**config.mk**
```make
export PLATFORM = sky130hd
export DESIGN_NAME = tpg_gpio
export DESIGN_NICKNAME = d
export VERILOG_FILES = /design/src/inc/tpg_pkg.sv /design/src/logic/tpg_gpio.sv /design/src/logic/tpg_port.sv /design/src/logic/tpg_sync.sv
export SDC_FILE = /design/constraint.sdc
export NUM_CORES = 1
export LEC_CHECK = 0
export BUFFER_PORTS_ARGS = -buffer_cell sky130_fd_sc_hd__buf_2
export CAP_MARGIN = 20
export CORE_UTILIZATION = 40
export CTS_CLUSTER_SIZE = 24
export DETAILED_ROUTE_END_ITERATION = 6
export PLACE_DENSITY = 0.66
export SYNTH_ARGS = -nofsm -noshare
export SYNTH_HDL_FRONTEND = slang
export SYNTH_SLANG_ARGS = --single-unit
```
**constraint.sdc**
```tcl
create_clock -name clk -period 2.3 [get_ports clk]
set_input_delay 0.23 -clock clk [delete_from_list [all_inputs] [get_ports clk]]
set_output_delay 0.23 -clock clk [all_outputs]
set_load 0.005 [all_outputs]
```
**src/inc/tpg_pkg.sv**
```systemverilog
// package: register map, field layout and sizes of the three-port gpio block
package tpg_pkg;

  localparam int TPG_AW = 5;
  localparam int TPG_DW = 8;

  // register offsets (byte addresses on the local register port)
  localparam logic [4:0] TPG_ADDR_B_DATA = 5'h01;
  localparam logic [4:0] TPG_ADDR_C_DATA = 5'h02;
  localparam logic [4:0] TPG_ADDR_D_DATA = 5'h03;
  localparam logic [4:0] TPG_ADDR_B_DIR = 5'h05;
  localparam logic [4:0] TPG_ADDR_C_DIR = 5'h06;
  localparam logic [4:0] TPG_ADDR_D_DIR = 5'h07;
  localparam logic [4:0] TPG_ADDR_KEY_CTRL = 5'h1A;

  // port widths
  localparam int TPG_B_W = 6;
  localparam int TPG_C_W = 4;
  localparam int TPG_D_W = 8;

  // keyboard control/status field positions
  localparam int TPG_KEY_FLAG_BIT = 7;
  localparam int TPG_KEY_EN_BIT = 6;
  localparam int TPG_KEY_ACK_BIT = 5;
  localparam int TPG_KEY_SEL_BIT = 4;

  // reset values
  localparam logic [7:0] TPG_DIR_RST = 8'h00;
  localparam logic [7:0] TPG_ZERO8 = 8'h00;

endpackage : tpg_pkg

```
**src/logic/tpg_gpio.sv**
```systemverilog
// three-port gpio with keyboard wake-up on port d
`timescale 1ns/100ps
module tpg_gpio
  import tpg_pkg::*;
(
  input wire logic clk,
  input wire logic rst,
  input wire logic [TPG_AW-1:0] addr,
  input wire logic [TPG_DW-1:0] wdata,
  input wire logic wr,
  input wire logic rd,
  output logic [TPG_DW-1:0] rdata,
  input wire logic nonMuxMode,
  input wire logic [TPG_D_W-1:0] lowAddr,
  output logic extAccess,
  input wire logic [TPG_B_W-2:0] subsysEn,
  input wire logic [TPG_B_W-2:0] subsysDir,
  input wire logic [TPG_B_W-2:0] subsysOut,
  input wire logic chipSelEn,
  input wire logic firstChipSelect_n,
  input wire logic [TPG_B_W-1:0] portBIn,
  output logic [TPG_B_W-1:0] portBOut,
  output logic [TPG_B_W-1:0] portBOe_n,
  input wire logic [TPG_C_W-1:0] portCIn,
  output logic [TPG_C_W-1:0] portCOut,
  output logic [TPG_C_W-1:0] portCOe_n,
  input wire logic [TPG_D_W-1:0] portDIn,
  output logic [TPG_D_W-1:0] portDOut,
  output logic [TPG_D_W-1:0] portDOe_n,
  output logic [TPG_D_W-1:0] portDPullUp,
  output logic keyboardIrq
);

  // -------------------------------------------------------------
  // address decode
  // -------------------------------------------------------------
  function automatic logic hit(input logic [TPG_AW-1:0] a,
                               input logic [TPG_AW-1:0] target);
    hit = (a == target);
  endfunction : hit

  logic portDExternal;
  logic wrBData, wrBDir, wrCData, wrCDir, wrDData, wrDDir, wrKey;

  // port d addresses leave the block while the pins carry address
  always_comb begin
    portDExternal = nonMuxMode;
    wrBData = wr && hit(addr, TPG_ADDR_B_DATA);
    wrBDir = wr && hit(addr, TPG_ADDR_B_DIR);
    wrCData = wr && hit(addr, TPG_ADDR_C_DATA);
    wrCDir = wr && hit(addr, TPG_ADDR_C_DIR);
    wrDData = wr && hit(addr, TPG_ADDR_D_DATA) && !portDExternal;
    wrDDir = wr && hit(addr, TPG_ADDR_D_DIR) && !portDExternal;
    wrKey = wr && hit(addr, TPG_ADDR_KEY_CTRL);
  end

  // -------------------------------------------------------------
  // pin synchronisers
  // -------------------------------------------------------------
  logic [TPG_B_W-1:0] syncB;
  logic [TPG_C_W-1:0] syncC;
  logic [TPG_D_W-1:0] syncD;

  // pins come from the board, so two stages before any use
  tpg_sync #(.W(TPG_B_W)) u_sync_b (.clk(clk), .async(portBIn),
    .synced(syncB));
  tpg_sync #(.W(TPG_C_W)) u_sync_c (.clk(clk), .async(portCIn),
    .synced(syncC));
  tpg_sync #(.W(TPG_D_W)) u_sync_d (.clk(clk), .async(portDIn),
    .synced(syncD));

  // -------------------------------------------------------------
  // ports
  // -------------------------------------------------------------
  logic [TPG_B_W-1:0] latchB, dirB, readB, driveB, bSubEn, bSubDir;
  logic [TPG_C_W-1:0] latchC, dirC, readC, driveC;
  logic [TPG_D_W-1:0] latchD, dirD, readD, driveD;

  // low bits go to timer/serial, top bit to the chip select
  always_comb begin
    bSubEn = {chipSelEn, subsysEn};
    bSubDir = {1'b1, subsysDir};
  end

  tpg_port #(.W(TPG_B_W)) u_port_b (
    .clk(clk), .rst(rst), .writeData(wrBData), .writeDir(wrBDir),
    .wdata(wdata[TPG_B_W-1:0]), .pinLevel(syncB), .subsysEn(bSubEn),
    .subsysDir(bSubDir), .latch(latchB), .dir(dirB), .readValue(readB),
    .driveOn(driveB));

  tpg_port #(.W(TPG_C_W)) u_port_c (
    .clk(clk), .rst(rst), .writeData(wrCData), .writeDir(wrCDir),
    .wdata(wdata[TPG_C_W-1:0]), .pinLevel(syncC),
    .subsysEn({TPG_C_W{1'b0}}), .subsysDir({TPG_C_W{1'b0}}),
    .latch(latchC), .dir(dirC), .readValue(readC), .driveOn(driveC));

  tpg_port #(.W(TPG_D_W)) u_port_d (
    .clk(clk), .rst(rst), .writeData(wrDData), .writeDir(wrDDir),
    .wdata(wdata[TPG_D_W-1:0]), .pinLevel(syncD),
    .subsysEn({TPG_D_W{1'b0}}), .subsysDir({TPG_D_W{1'b0}}),
    .latch(latchD), .dir(dirD), .readValue(readD), .driveOn(driveD));

  // -------------------------------------------------------------
  // keyboard scan control and detection
  // -------------------------------------------------------------
  logic keyboardScanEnable;
  logic keyboardTriggerSelect;
  logic triggerLocked;
  logic keyboardRequestFlag;
  logic scanLatch;
  logic keyboardAcknowledge;
  logic [TPG_D_W-1:0] lowPrev;
  logic [TPG_D_W-1:0] lowNow;
  logic anyLow, anyFall;

  // only input lines in gpio mode take part in scanning
  always_comb begin
    lowNow = ~syncD & ~dirD & {TPG_D_W{!portDExternal}};
    anyLow = keyboardScanEnable && (lowNow != TPG_ZERO8);
    anyFall = keyboardScanEnable && ((lowNow & ~lowPrev) != TPG_ZERO8);
    keyboardAcknowledge = wrKey && wdata[TPG_KEY_ACK_BIT];
  end

  // previous low pattern for falling-edge detection
  always_ff @(posedge clk) begin
    if (rst) begin
      lowPrev <= TPG_ZERO8;
    end else begin
      lowPrev <= lowNow;
    end
  end

  // enable is freely writable
  always_ff @(posedge clk) begin
    if (rst) begin
      keyboardScanEnable <= 1'b0;
    end else if (wrKey) begin
      keyboardScanEnable <= wdata[TPG_KEY_EN_BIT];
    end
  end

  // trigger select takes the first write after reset and then locks
  always_ff @(posedge clk) begin
    if (rst) begin
      keyboardTriggerSelect <= 1'b0;
      triggerLocked <= 1'b0;
    end else if (wrKey && !triggerLocked) begin
      keyboardTriggerSelect <= wdata[TPG_KEY_SEL_BIT];
      triggerLocked <= 1'b1;
    end
  end

  // scan latch catches falling edges; a new edge beats the acknowledge
  always_ff @(posedge clk) begin
    if (rst) begin
      scanLatch <= 1'b0;
    end else if (anyFall) begin
      scanLatch <= 1'b1;
    end else if (keyboardAcknowledge) begin
      scanLatch <= 1'b0;
    end
  end

  // level mode keeps requesting while a key is held down
  always_ff @(posedge clk) begin
    if (rst) begin
      keyboardRequestFlag <= 1'b0;
    end else if (anyFall || (keyboardTriggerSelect && anyLow)) begin
      keyboardRequestFlag <= 1'b1;
    end else if (keyboardAcknowledge && !keyboardTriggerSelect) begin
      keyboardRequestFlag <= 1'b0;
    end else if (keyboardTriggerSelect && !scanLatch && !anyLow) begin
      keyboardRequestFlag <= 1'b0;
    end
  end

  // -------------------------------------------------------------
  // registered outputs
  // -------------------------------------------------------------
  logic [TPG_B_W-1:0] outB;

  // chip select takes the top bit, other subsystems their own bits
  always_comb begin
    outB = latchB;
    for (int i = 0; i < TPG_B_W - 1; i++) begin
      if (subsysEn[i]) begin
        outB[i] = subsysOut[i];
      end
    end
    if (chipSelEn) begin
      outB[TPG_B_W-1] = firstChipSelect_n;
    end
  end

  // pins register one cycle after the latch or direction update
  always_ff @(posedge clk) begin
    if (rst) begin
      portBOe_n <= {TPG_B_W{1'b1}};
      portCOe_n <= {TPG_C_W{1'b1}};
      portDOe_n <= {TPG_D_W{1'b1}};
      portBOut <= {TPG_B_W{1'b0}};
      portCOut <= {TPG_C_W{1'b0}};
      portDOut <= TPG_ZERO8;
      portDPullUp <= TPG_ZERO8;
      keyboardIrq <= 1'b0;
    end else begin
      portBOe_n <= ~driveB;
      portCOe_n <= ~driveC;
      portDOe_n <= portDExternal ? TPG_ZERO8 : ~driveD;
      portBOut <= outB;
      portCOut <= latchC;
      portDOut <= portDExternal ? lowAddr : latchD;
      portDPullUp <= (keyboardScanEnable && !portDExternal) ?
        ~dirD : TPG_ZERO8;
      keyboardIrq <= keyboardRequestFlag;
    end
  end

  // -------------------------------------------------------------
  // register read port
  // -------------------------------------------------------------
  logic [TPG_DW-1:0] next_rdata;
  logic next_extAccess;

  // unmapped addresses read as zero
  always_comb begin
    next_rdata = TPG_ZERO8;
    next_extAccess = 1'b0;
    case (addr)
      TPG_ADDR_B_DATA: next_rdata = {2'h0, readB};
      TPG_ADDR_C_DATA: next_rdata = {4'h0, readC};
      TPG_ADDR_D_DATA: next_rdata = portDExternal ? TPG_ZERO8 : readD;
      TPG_ADDR_B_DIR: next_rdata = {2'h0, dirB};
      TPG_ADDR_C_DIR: next_rdata = {4'h0, dirC};
      TPG_ADDR_D_DIR: next_rdata = portDExternal ? TPG_ZERO8 : dirD;
      TPG_ADDR_KEY_CTRL: begin
        next_rdata[TPG_KEY_FLAG_BIT] = keyboardRequestFlag;
        next_rdata[TPG_KEY_EN_BIT] = keyboardScanEnable;
        next_rdata[TPG_KEY_SEL_BIT] = keyboardTriggerSelect;
      end
      default: next_rdata = TPG_ZERO8;
    endcase
    if ((hit(addr, TPG_ADDR_D_DATA) || hit(addr, TPG_ADDR_D_DIR)) &&
        portDExternal && (rd || wr)) begin
      next_extAccess = 1'b1;
    end
  end

  // read data valid only in the cycle after the strobe
  always_ff @(posedge clk) begin
    if (rst) begin
      rdata <= TPG_ZERO8;
      extAccess <= 1'b0;
    end else begin
      rdata <= rd ? next_rdata : TPG_ZERO8;
      extAccess <= next_extAccess;
    end
  end
endmodule : tpg_gpio

```
**src/logic/tpg_port.sv**
```systemverilog
// one bidirectional port: latch, direction register, read mux
`timescale 1ns/100ps
module tpg_port
  import tpg_pkg::*;
#(
  parameter int W = 8
) (
  input wire logic clk,
  input wire logic rst,
  input wire logic writeData,
  input wire logic writeDir,
  input wire logic [W-1:0] wdata,
  input wire logic [W-1:0] pinLevel,
  input wire logic [W-1:0] subsysEn,
  input wire logic [W-1:0] subsysDir,
  output logic [W-1:0] latch,
  output logic [W-1:0] dir,
  output logic [W-1:0] readValue,
  output logic [W-1:0] driveOn
);

  // data latch has no reset: its content survives reset
  always_ff @(posedge clk) begin
    if (writeData) begin
      latch <= wdata;
    end
  end

  // direction register clears on reset, making every line no subsystem owns an input
  always_ff @(posedge clk) begin
    if (rst) begin
      dir <= TPG_DIR_RST[W-1:0];
    end else if (writeDir) begin
      dir <= wdata;
    end
  end

  // direction bit picks latch or pin even for lines a subsystem owns
  always_comb begin
    readValue = (dir & latch) | (~dir & pinLevel);
    driveOn = (subsysEn & subsysDir) | (~subsysEn & dir);
  end

endmodule : tpg_port

```
**src/logic/tpg_sync.sv**
```systemverilog
// two-stage synchroniser for a bus of pin levels
`timescale 1ns/100ps
module tpg_sync #(
  parameter int W = 8
) (
  input wire logic clk,
  input wire logic [W-1:0] async,
  output logic [W-1:0] synced
);

  logic [W-1:0] meta;

  // first stage feeds the second stage only
  always_ff @(posedge clk) begin
    meta <= async;
    synced <= meta;
  end

endmodule : tpg_sync
```
==> metrics.md, run 1 <==
| Metric | Value |
|---|---|
| CTS tree | `done` |
| Worst clock skew | `just over 6 ps` |
| Critical Path End Type | `flip-flop` |
| Tot GR Track Use | `0.1992` |
| GPL Wtd Cong | `0.8615` |
| Clock latency on the worst-skew pair | `between 400 and 500 ps` |
| Largest fanout on the critical path | `11` |
| Filler cell count | `961` |
| Share of cells above drive strength 1 | `0.2897` |
| Top cell type by total area after synthesis | `dfxtp_1` |
| CTS sink cnt | `~140` |
| Ys flop type | `dfxtp_1` |
| Final Core Density | `0.5496` |
| Final worst setup slack | `~650 ps` |
| Async set-reset flop share out of synthesis | `0` |
| Sw frac | `0.2033` |
| Unrepaired setup endpoints after global routing | `no` |
| Compound-gate portion of the synthesized area | `0.09265` |
| FP Rows | `38` |
| CP required | `~2300 ps` |
| Worst-margin pin slew | `just under 700 ps` |
| Initial DRC Count | `167` |
| Post-synth net total | `463` |
| DRC | `0` |
| Nets | `590` |
| Flop pwr share | `0.465` |
| Pre-CTS WS | `259.0 ps` |
| Core Area | `roughly 11000 um^2` |
| Largest net degree at the start of global routing | `54` |
| Crit path cell chain | `buf_2 > or3b_1 > or3_4 > nor2_1` |
| Fin crit period | `approximately 1700 ps` |
| Worst Path Arrival | `1690 ps` |
| Largest family of logic cells by synthesized area | `simple AND/OR/NAND/NOR gates` |
| Max Clock Freq | `approximately 0.61 GHz` |
| Yosys warns | `0` |
| Comb pwr share | `0.050` |
| Max-slew headroom | `0.5389` |
| Post-Synth Simple-Gate Area | `0.1465` |
| Hpwl dp | `around 7600 um` |
| Max incr delay on CP | `around 500 ps` |
| Synth Instances | `roughly 400` |
| Starting Density | `0.4194` |
| N_diodes | `0` |
| Max Slew Vio Count | `0` |
| Routed len/inst | `between 15 and 20 um` |
| Vias | `approximately 3500` |
| Slowest cell on the critical path | `or3b_1` |
| WS Path Type | `in2reg` |
| Die width | `109.8 um` |
| Endpoints failing hold | `0` |
| Switching power | `1119 uW` |
| DIE AREA | `about 12000 um^2` |
| Antenna violations before repair | `0` |
| Post-DRT Antenna Nets | `0` |
| H-Tree Depth | `4` |
| Post-synthesis sequential area ratio | `0.6378` |
| Cts bufs inserted | `17` |
| Post-synth EDFFs | `18` |
| Startpoint Class | `input port` |
| IR drop worst, VDD | `596.6 uV` |
| Synth cell count leaders | `dfxtp_1 (121), mux2i_1 (39), nor2_1 (34), clkbuf_1 (20), edfxtp_1 (18)` |
| Post-Synth Adder-Cell Area | `0` |
| Synth top area share | `0.5214` |
| Cell Count, Final, Fillers Out | `between 600 and 700` |
| Reg clk slew, reported paths | `50 ps` |
| Setup TNS | `0 ps` |
| Ports | `115` |
| Top post-synthesis cells by area | `dfxtp_1 (52%), edfxtp_1 (12%), mux2i_1 (8.4%), nor2_1 (2.7%), clkbuf_1 (1.6%)` |
| XOR/XNOR Fraction of Synth Area | `0` |
| PD cells | `904.1 nW/um^2` |
| Global-route wire length before repair | `17420 um` |
| Die height | `109.8 um` |
| Most common cell in the netlist | `dfxtp_1` |
| First-pass DRT Iterations | `4` |
| Worst min path class | `in2reg` |
| Synth cell types | `46` |
| Mean Syn Cell Area | `around 12 um^2` |
| Synth Cell Area | `around 4600 um^2` |
| Final WL | `between 10000 and 15000 um` |
| Post-synthesis mux area share | `0.09615` |
| Root Buffer | `clkbuf_16` |
| Status | `finished, final reports clean` |
| Vias in the first global route | `roughly 3500` |
| Internal power | `between 4000 and 5000 uW` |
| Final Cycle Share | `0.7175` |
| Area growth syn-to-layout | `31.05%` |
| Inst Count DP | `between 600 and 700` |
| Max Cap Violations | `0` |
| Fin Hold WS | `between 20 and 25 ps` |
| Pleak | `0.002556 uW` |
| Seq cells post-synth | `about 140` |
| GR Overflow Total | `0` |
| Vias per cell | `5.191` |
| Final setup violation count | `0` |
| Input/output buffers | `114` |
| Clock power frac | `0.484` |
| Deepest clock path buffer count | `2` |
[area by class of cell]
class | count | area, um^2 | area share
multi-input cells | 231 | 1558 | 0.2559
clock inverters | 7 | 87.58 | 0.01439
well taps | 140 | 175.2 | 0.02877
clock buffers | 25 | 496.7 | 0.08159
flip-flops and latches | 139 | 2963 | 0.4866
inverters | 4 | 15.01 | 0.002466
repair buffers | 136 | 793.3 | 0.1303
[state kept, by name, indices dropped and copies added, names as in the netlist, 6 cells and up]
signal	cells
lowPrev	8
portDOe_n	8
portDOut	8
portDPullUp	8
rdata	8
u_port_d.dir	8
u_port_d.latch	8
u_sync_d.meta	8
u_sync_d.synced	8
portBOe_n	6
portBOut	6
u_port_b.dir	6
u_port_b.latch	6
u_sync_b.meta	6
u_sync_b.synced	6
[critical path: cells and delay by family]
family,cells,cell delay (ps)
buf+inv,1,150
simple gates,3,1300
[power groups by stage]
stage | logic (uW) | registers (uW) | clock network (uW)
after floorplan | 123 | 2610 | 0
after global placement | 247 | 2610 | 0
after detailed placement | 252 | 2610 | 0
after CTS | 277 | 2560 | 2700
after global routing | 305 | 2570 | 2810
final | 275 | 2560 | 2670
[stage by stage]
stage | area [um^2] | total power (uW)
after floorplan | 4646 | 2731
after global placement | 5324 | 2859
after detailed placement | 5324 | 2865
after CTS | 6088 | 5542
after global routing | 6088 | 5681
final | 6088 | 5505
[kinds of logic after synthesis]
kind of cell | count (synthesis)
flops | 139
compound gates | 62
mux | 44
buf+inv | 32
simple gates | 125
[final timing paths]
kind | depth (start not counted) | slack, ps | endpoint | start
setup / recovery | 4 | 650 | u_port_b.latch[0] | addr[3]
hold reg to reg | 0 | 320 | u_sync_c.synced[3] | u_sync_c.meta[3]
hold / removal | 1 | 20 | u_port_d.latch[7] | wdata[7]
setup reg to reg | 4 | 700 | rdata[4] | u_port_b.dir[4]
[placed cells by master (no fill, tap or decap), types with 7 or more instances in the layout]
cell type / instances
dfxtp_1: 121
o21bai_1: 10
buf_2: 114
nand3_1: 11
nand2_1: 15
nor3_1: 11
nand2b_1: 10
clkbuf_16: 18
a21oi_1: 14
nor2_1: 34
edfxtp_1: 18
mux2i_1: 39
nor4_1: 10
nor2b_1: 7
dlygate4sd3_1: 18
[metal layers]
metal,track usage,share of wire,vias up
li1,-,-,1699
met1,0.2467,0.43,1684
met2,0.3190,0.48,139
met3,0.05394,0.069,18
met4,0.1000,0.022,0
met5,0,0,-
[repair_timing]
item                                   in CTS  in global routing
endpoints found under the hold margin      18                  0
buffers inserted                            0                  0
gates resized for setup                     0                  0
hold buffers                               18                  0
No activity file was read; power rests on OpenSTA's default activity.
==> run 2: changes to the inputs <==
- clock period: 2.3 -> 1.6 ns (I/O delays scaled with it)
==> run 2 against run 1 <==
- critical path depth is 1 lower
- non-clock buffer count is 37 higher
- combinational power is 62% higher
==> metrics.md, run 2 (synthesis results as in run 1) <==
| Metric | Value |
|---|---|
| Status | `finished, final reports clean` |
| Endpoints failing hold | `0` |
| Tot GR Track Use | `0.2023` |
| GPL Wtd Cong | `~0.83` |
| N_diodes | `0` |
| Switching power | `between 1500 and 2000 uW` |
| Final WL | `11360 um` |
| Commonest non-fill, non-tap cell in the layout | `dfxtp_1` |
| FP Rows | `38` |
| Core Area | `~11000 um^2` |
| CP required | `roughly 1900 ps` |
| CTS sink cnt | `around 140` |
| Worst min path class | `in2reg` |
| Startpoint Class | `flip-flop` |
| Worst clock skew | `approximately 3.4 ps` |
| Pleak | `roughly 0.0027 uW` |
| Internal power | `6439 uW` |
| Ports | `~120` |
| Deepest clock path buffer count | `2` |
| H-Tree Depth | `4` |
| Unrepaired setup endpoints after global routing | `no` |
| Routed len/inst | `between 15 and 20 um` |
| Setup TNS | `0 ps` |
| Cell count along the critical path | `3` |
| Final Cycle Share | `0.8854` |
| Max-slew headroom | `0.6958` |
| Crit path cell chain | `o41ai_1 > nor4_1 > o22ai_1` |
| Max Slew Vio Count | `0` |
| Fin crit period | `1417 ps` |
| Sw frac | `0.2051` |
| Worst-margin pin slew | `456.4 ps` |
| WS Path Type | `reg2reg` |
| R2R depth | `3` |
| Slowest cell on the critical path | `dfxtp_1` |
| Die width | `between 100 and 150 um` |
| Antenna violations before repair | `0` |
| Top Family by Delay on Critical Path | `flip-flops` |
| Final setup violation count | `0` |
| Max Clock Freq | `0.7059 GHz` |
| Hpwl dp | `7633 um` |
| Global-route wire length before repair | `17950 um` |
| Most frequent cells in the layout | `dfxtp_1 (121), buf_2 (114), mux2i_1 (39), nor2_1 (33), dlygate4sd3_1 (33)` |
| R2R setup slack | `about 180 ps` |
| Reg2reg start | `u_port_d.dir[1]` |
| CP bufs+invs | `0` |
| Starting Density | `0.4194` |
| Post-DRT Antenna Nets | `0` |
| Post-CTS Setup Inserts | `0` |
| Clock latency on the worst-skew pair | `roughly 400 ps` |
| Vias in the first global route | `approximately 3600` |
| DIE AREA | `between 10000 and 15000 um^2` |
| Area growth syn-to-layout | `38.78%` |
| PD cells | `1256 nW/um^2` |
| Share of cells above drive strength 1 | `0.3143` |
| Worst reg2reg endpoint | `scanLatch` |
| Max incr delay on CP | `around 540 ps` |
| Cts bufs inserted | `17` |
| CTS tree | `done` |
| Vias per cell | `5.008` |
| Largest fanout on the critical path | `8` |
| Flop pwr share | `0.455` |
| Reg clk slew, reported paths | `~60 ps` |
| Die height | `~110 um` |
| Fin Hold WS | `roughly 6.1 ps` |
| Worst Path Arrival | `1690 ps` |
| First-pass DRT Iterations | `4` |
| DRC | `0` |
| Initial DRC Count | `257` |
| Vias | `~3600` |
| Nets | `627` |
| IR drop worst, VDD | `between 600 and 700 uV` |
| Max Cap Violations | `0` |
| Crit. Startpoint | `u_port_d.dir[1]` |
| Crit path to | `scanLatch` |
| GR Overflow Total | `0` |
| Largest net degree at the start of global routing | `35` |
| Root Buffer | `clkbuf_16` |
| Input/output buffers | `114` |
| Comb pwr share | `0.055` |
| Critical Path End Type | `flip-flop` |
| Clock power frac | `0.490` |
run 2: changes by cell type in the layout (fill, tap and decap cells not counted), moves of 2 or more:
cell and change:
buf_4 +23, clkbuf_16 +3, dlygate4sd3_1 +15, clkinv_4 +2
inv_4 -2, clkinv_2 -2
run 2: power by group through the flow:
stage                     Sequential [uW]  Combinational (uW)  Clock (uW)
after floorplan                      3750                 180           0
final                                3680                 446        3970
after global placement               3760                 375           0
after detailed placement             3760                 382           0
after global routing                 3690                 489        4200
after CTS                            3680                 446        4040
run 2: tightest hold or removal path, stage by stage:
cell	delay (ps)
buf_2	70
mux2i_1	60
nor2_1	80
run 2: worst min path at each step:
stage / start / endpoint / cells after the start
after detailed placement: portCIn[1] / u_sync_c.meta[1] / 1
after CTS: subsysOut[4] / portBOut[4] / 3
after floorplan: portBIn[0] / u_sync_b.meta[0] / 0
after global placement: portBIn[0] / u_sync_b.meta[0] / 1
final: subsysOut[4] / portBOut[4] / 3
after global routing: wdata[5] / u_port_b.latch[5] / 1
run 2: timing repair:
item                                   4_1_cts  5_1_grt
resized for setup                            0        0
endpoints found under the hold margin       33        0
hold buffers                                33        0
setup endpoints to repair                    0        0
run 2: layer usage:
layer  wire length, um  GRT usage  part of all wire
met1              5160     0.2596              0.45
met2              5313     0.3217              0.47
met3               640    0.04861             0.056
met4               242    0.09333             0.021
met5                 0          0                 0
run 2: layout make-up:
type                    instances  area, um^2
fillers                       959        4631
flip-flops and latches        139        2963
multi-input cells             231        1575
repair buffers                173        1096
clock buffers                  26       554.3
well taps                     140       175.2
clock inverters                 6       68.82
inverters                       4       15.01
run 2: through the flow:
stage	instances	power [uW]	area, um^2	utilization	setup WS, ps
after floorplan	402	3929	4663	-	38.85
after global placement	654	4130	5494	0.4959	17.17
after detailed placement	654	4139	5494	0.4959	3.275
after CTS	719	8172	6447	0.5820	176.6
after global routing	719	8381	6447	0.5820	4.936
final	719	8101	6447	0.5820	183.3
==> run 3: changes to the inputs <==
- CORE_UTILIZATION: 40 -> 29
- PLACE_DENSITY: 0.66 -> 0.52
==> run 3 against run 2 <==
- die area is 37% higher
- fmax is 0.59% higher
- global-route usage is 4.2 points lower
- register-to-register slack hardly changed
- total power is 0.11% lower
- non-clock buffer count is 3 higher
- clock power hardly changed
- first-iteration DRC count is 43% lower
- combinational power is 2% higher
- critical endpoint is now rdata[4]
- largest cell class unchanged
- highest routed layer unchanged
==> metrics.md, run 3 (synthesis results as in run 1) <==
| Metric | Value |
|---|---|
| Vias | `3625` |
| Worst min path class | `in2reg` |
| Vias per cell | `between 4 and 5` |
| Reg2reg start | `u_port_b.dir[4]` |
| Die height | `128.6 um` |
| Antenna violations before repair | `0` |
| FP Rows | `between 40 and 50` |
| Cts bufs inserted | `17` |
| Die width | `128.6 um` |
| Reg clk slew, reported paths | `60 ps` |
| GR Overflow Total | `0` |
| Starting Density | `0.3011` |
| Worst-margin pin slew | `431.0 ps` |
| Unrepaired setup endpoints after global routing | `no` |
| Most frequent cells in the layout | `dfxtp_1 (121), buf_2 (114), mux2i_1 (39), nor2_1 (33)` |
| Max-slew headroom | `0.7126` |
| H-Tree Depth | `4` |
| DIE AREA | `around 17000 um^2` |
| Final worst setup slack | `191.6 ps` |
| GPL Wtd Cong | `0.8259` |
| WS Path Type | `reg2reg` |
| IR drop worst, VDD | `740.7 uV` |
| Max Clock Freq | `slightly above 0.7 GHz` |
| Clock latency on the worst-skew pair | `approximately 420 ps` |
| Root Buffer | `clkbuf_16` |
| Largest net degree at the start of global routing | `31` |
| R2R depth | `4` |
| CTS sink cnt | `~140` |
| Worst reg2reg endpoint | `rdata[4]` |
| Max Slew Vio Count | `0` |
| N_diodes | `0` |
| Ports | `approximately 120` |
| Max Cap Violations | `0` |
| Commonest non-fill, non-tap cell in the layout | `dfxtp_1` |
| Worst clock skew | `between 10 and 15 ps` |
| Status | `finished, final reports clean` |
| Routed len/inst | `~16 um` |
| Final setup violation count | `0` |
| Initial DRC Count | `146` |
| Filler cell count | `about 1500` |
| Pleak | `roughly 0.0027 uW` |
| Area growth syn-to-layout | `40.78%` |
| CP required | `approximately 1900 ps` |
| Deepest clock path buffer count | `2` |
| Fin crit period | `around 1400 ps` |
| Worst Path Arrival | `1740 ps` |
| Final WL | `between 10000 and 15000 um` |
| Input/output buffers | `114` |
| Hpwl dp | `between 8000 and 9000 um` |
| Final Cycle Share | `0.8802` |
| Largest fanout on the critical path | `4` |
| Crit path to | `rdata[4]` |
| Setup TNS | `0 ps` |
| Critical Path End Type | `flip-flop` |
| Hold Path Stages | `2` |
| Startpoint Class | `flip-flop` |
| CTS tree | `done` |
| Global-route wire length before repair | `a little under 20000 um` |
| Tot GR Track Use | `0.1606` |
| Pre-CTS WS | `-22.81 ps` |
| Core Area | `roughly 15000 um^2` |
| Vias in the first global route | `between 3000 and 4000` |
| R2R setup slack | `190 ps` |
| Crit. Startpoint | `u_port_b.dir[4]` |
| First-pass DRT Iterations | `4` |
| Post-DRT Antenna Nets | `0` |
| DRC | `0` |
| Share of cells above drive strength 1 | `0.3247` |
| Endpoints failing hold | `0` |
| PD cells | `roughly 1200 nW/um^2` |
| Nets | `630` |
## run 3: area by class of cell
class	count	area, um^2	area share
multi-input cells	231	1577	0.2411
well taps	211	264.0	0.04037
clock inverters	9	108.9	0.01664
clock buffers	23	499.2	0.07633
repair buffers	176	1114	0.1703
inverters	4	15.01	0.002296
flip-flops and latches	139	2963	0.4530
## run 3: what timing repair did
action / CTS / global route
hold buffers: 31 / 0
resized for setup: 0 / 1
endpoints found under the hold margin: 32 / 0
buffers inserted: 0 / 0
endpoints found under the setup margin: 0 / 1
## run 3: how the worst min path moves through the flow
stage	startpoint	end	slack, ps
after CTS	lowAddr[0]	portDOut[0]	8
after detailed placement	portCIn[0]	u_sync_c.meta[0]	260
after floorplan	portBIn[0]	u_sync_b.meta[0]	190
after global routing	wdata[4]	u_port_b.latch[4]	20
after global placement	portBIn[4]	u_sync_b.meta[4]	260
final	rst	lowPrev[6]	20
## run 3: power breakdown
group          internal (uW)  switching, uW  total (uW)  leakage (uW)
Clock                   2510           1440        3960      0.000291
Sequential              3640           41.8        3680       0.00116
Combinational            237            216         453       0.00129
## run 3: critical path, stage by stage (launching register included)
cell       delay, ps
dfxtp_1          330
or3b_1           380
a2111oi_1        370
o21bai_1         120
a21oi_1          130
## run 3: metal layers
layer | part of all wire | global-route usage
met1 | 0.48 | 0.2077
met2 | 0.46 | 0.2502
met3 | 0.050 | 0.04823
met4 | 0.014 | 0.06505
met5 | 0 | 0
## run 3: stage by stage
stage                       util  std cells  total power (uW)  hold slack, ps  cell area (um^2)
final                     0.4239        793              8091           15.51              6540
after global placement    0.3643        730              4149           263.3              5620
after detailed placement  0.3643        730              4154           263.6              5620
after floorplan                -        402              3929           187.7              4663
after CTS                 0.4238        793              8195           7.880              6539
after global routing      0.4239        793              8404           18.56              6540
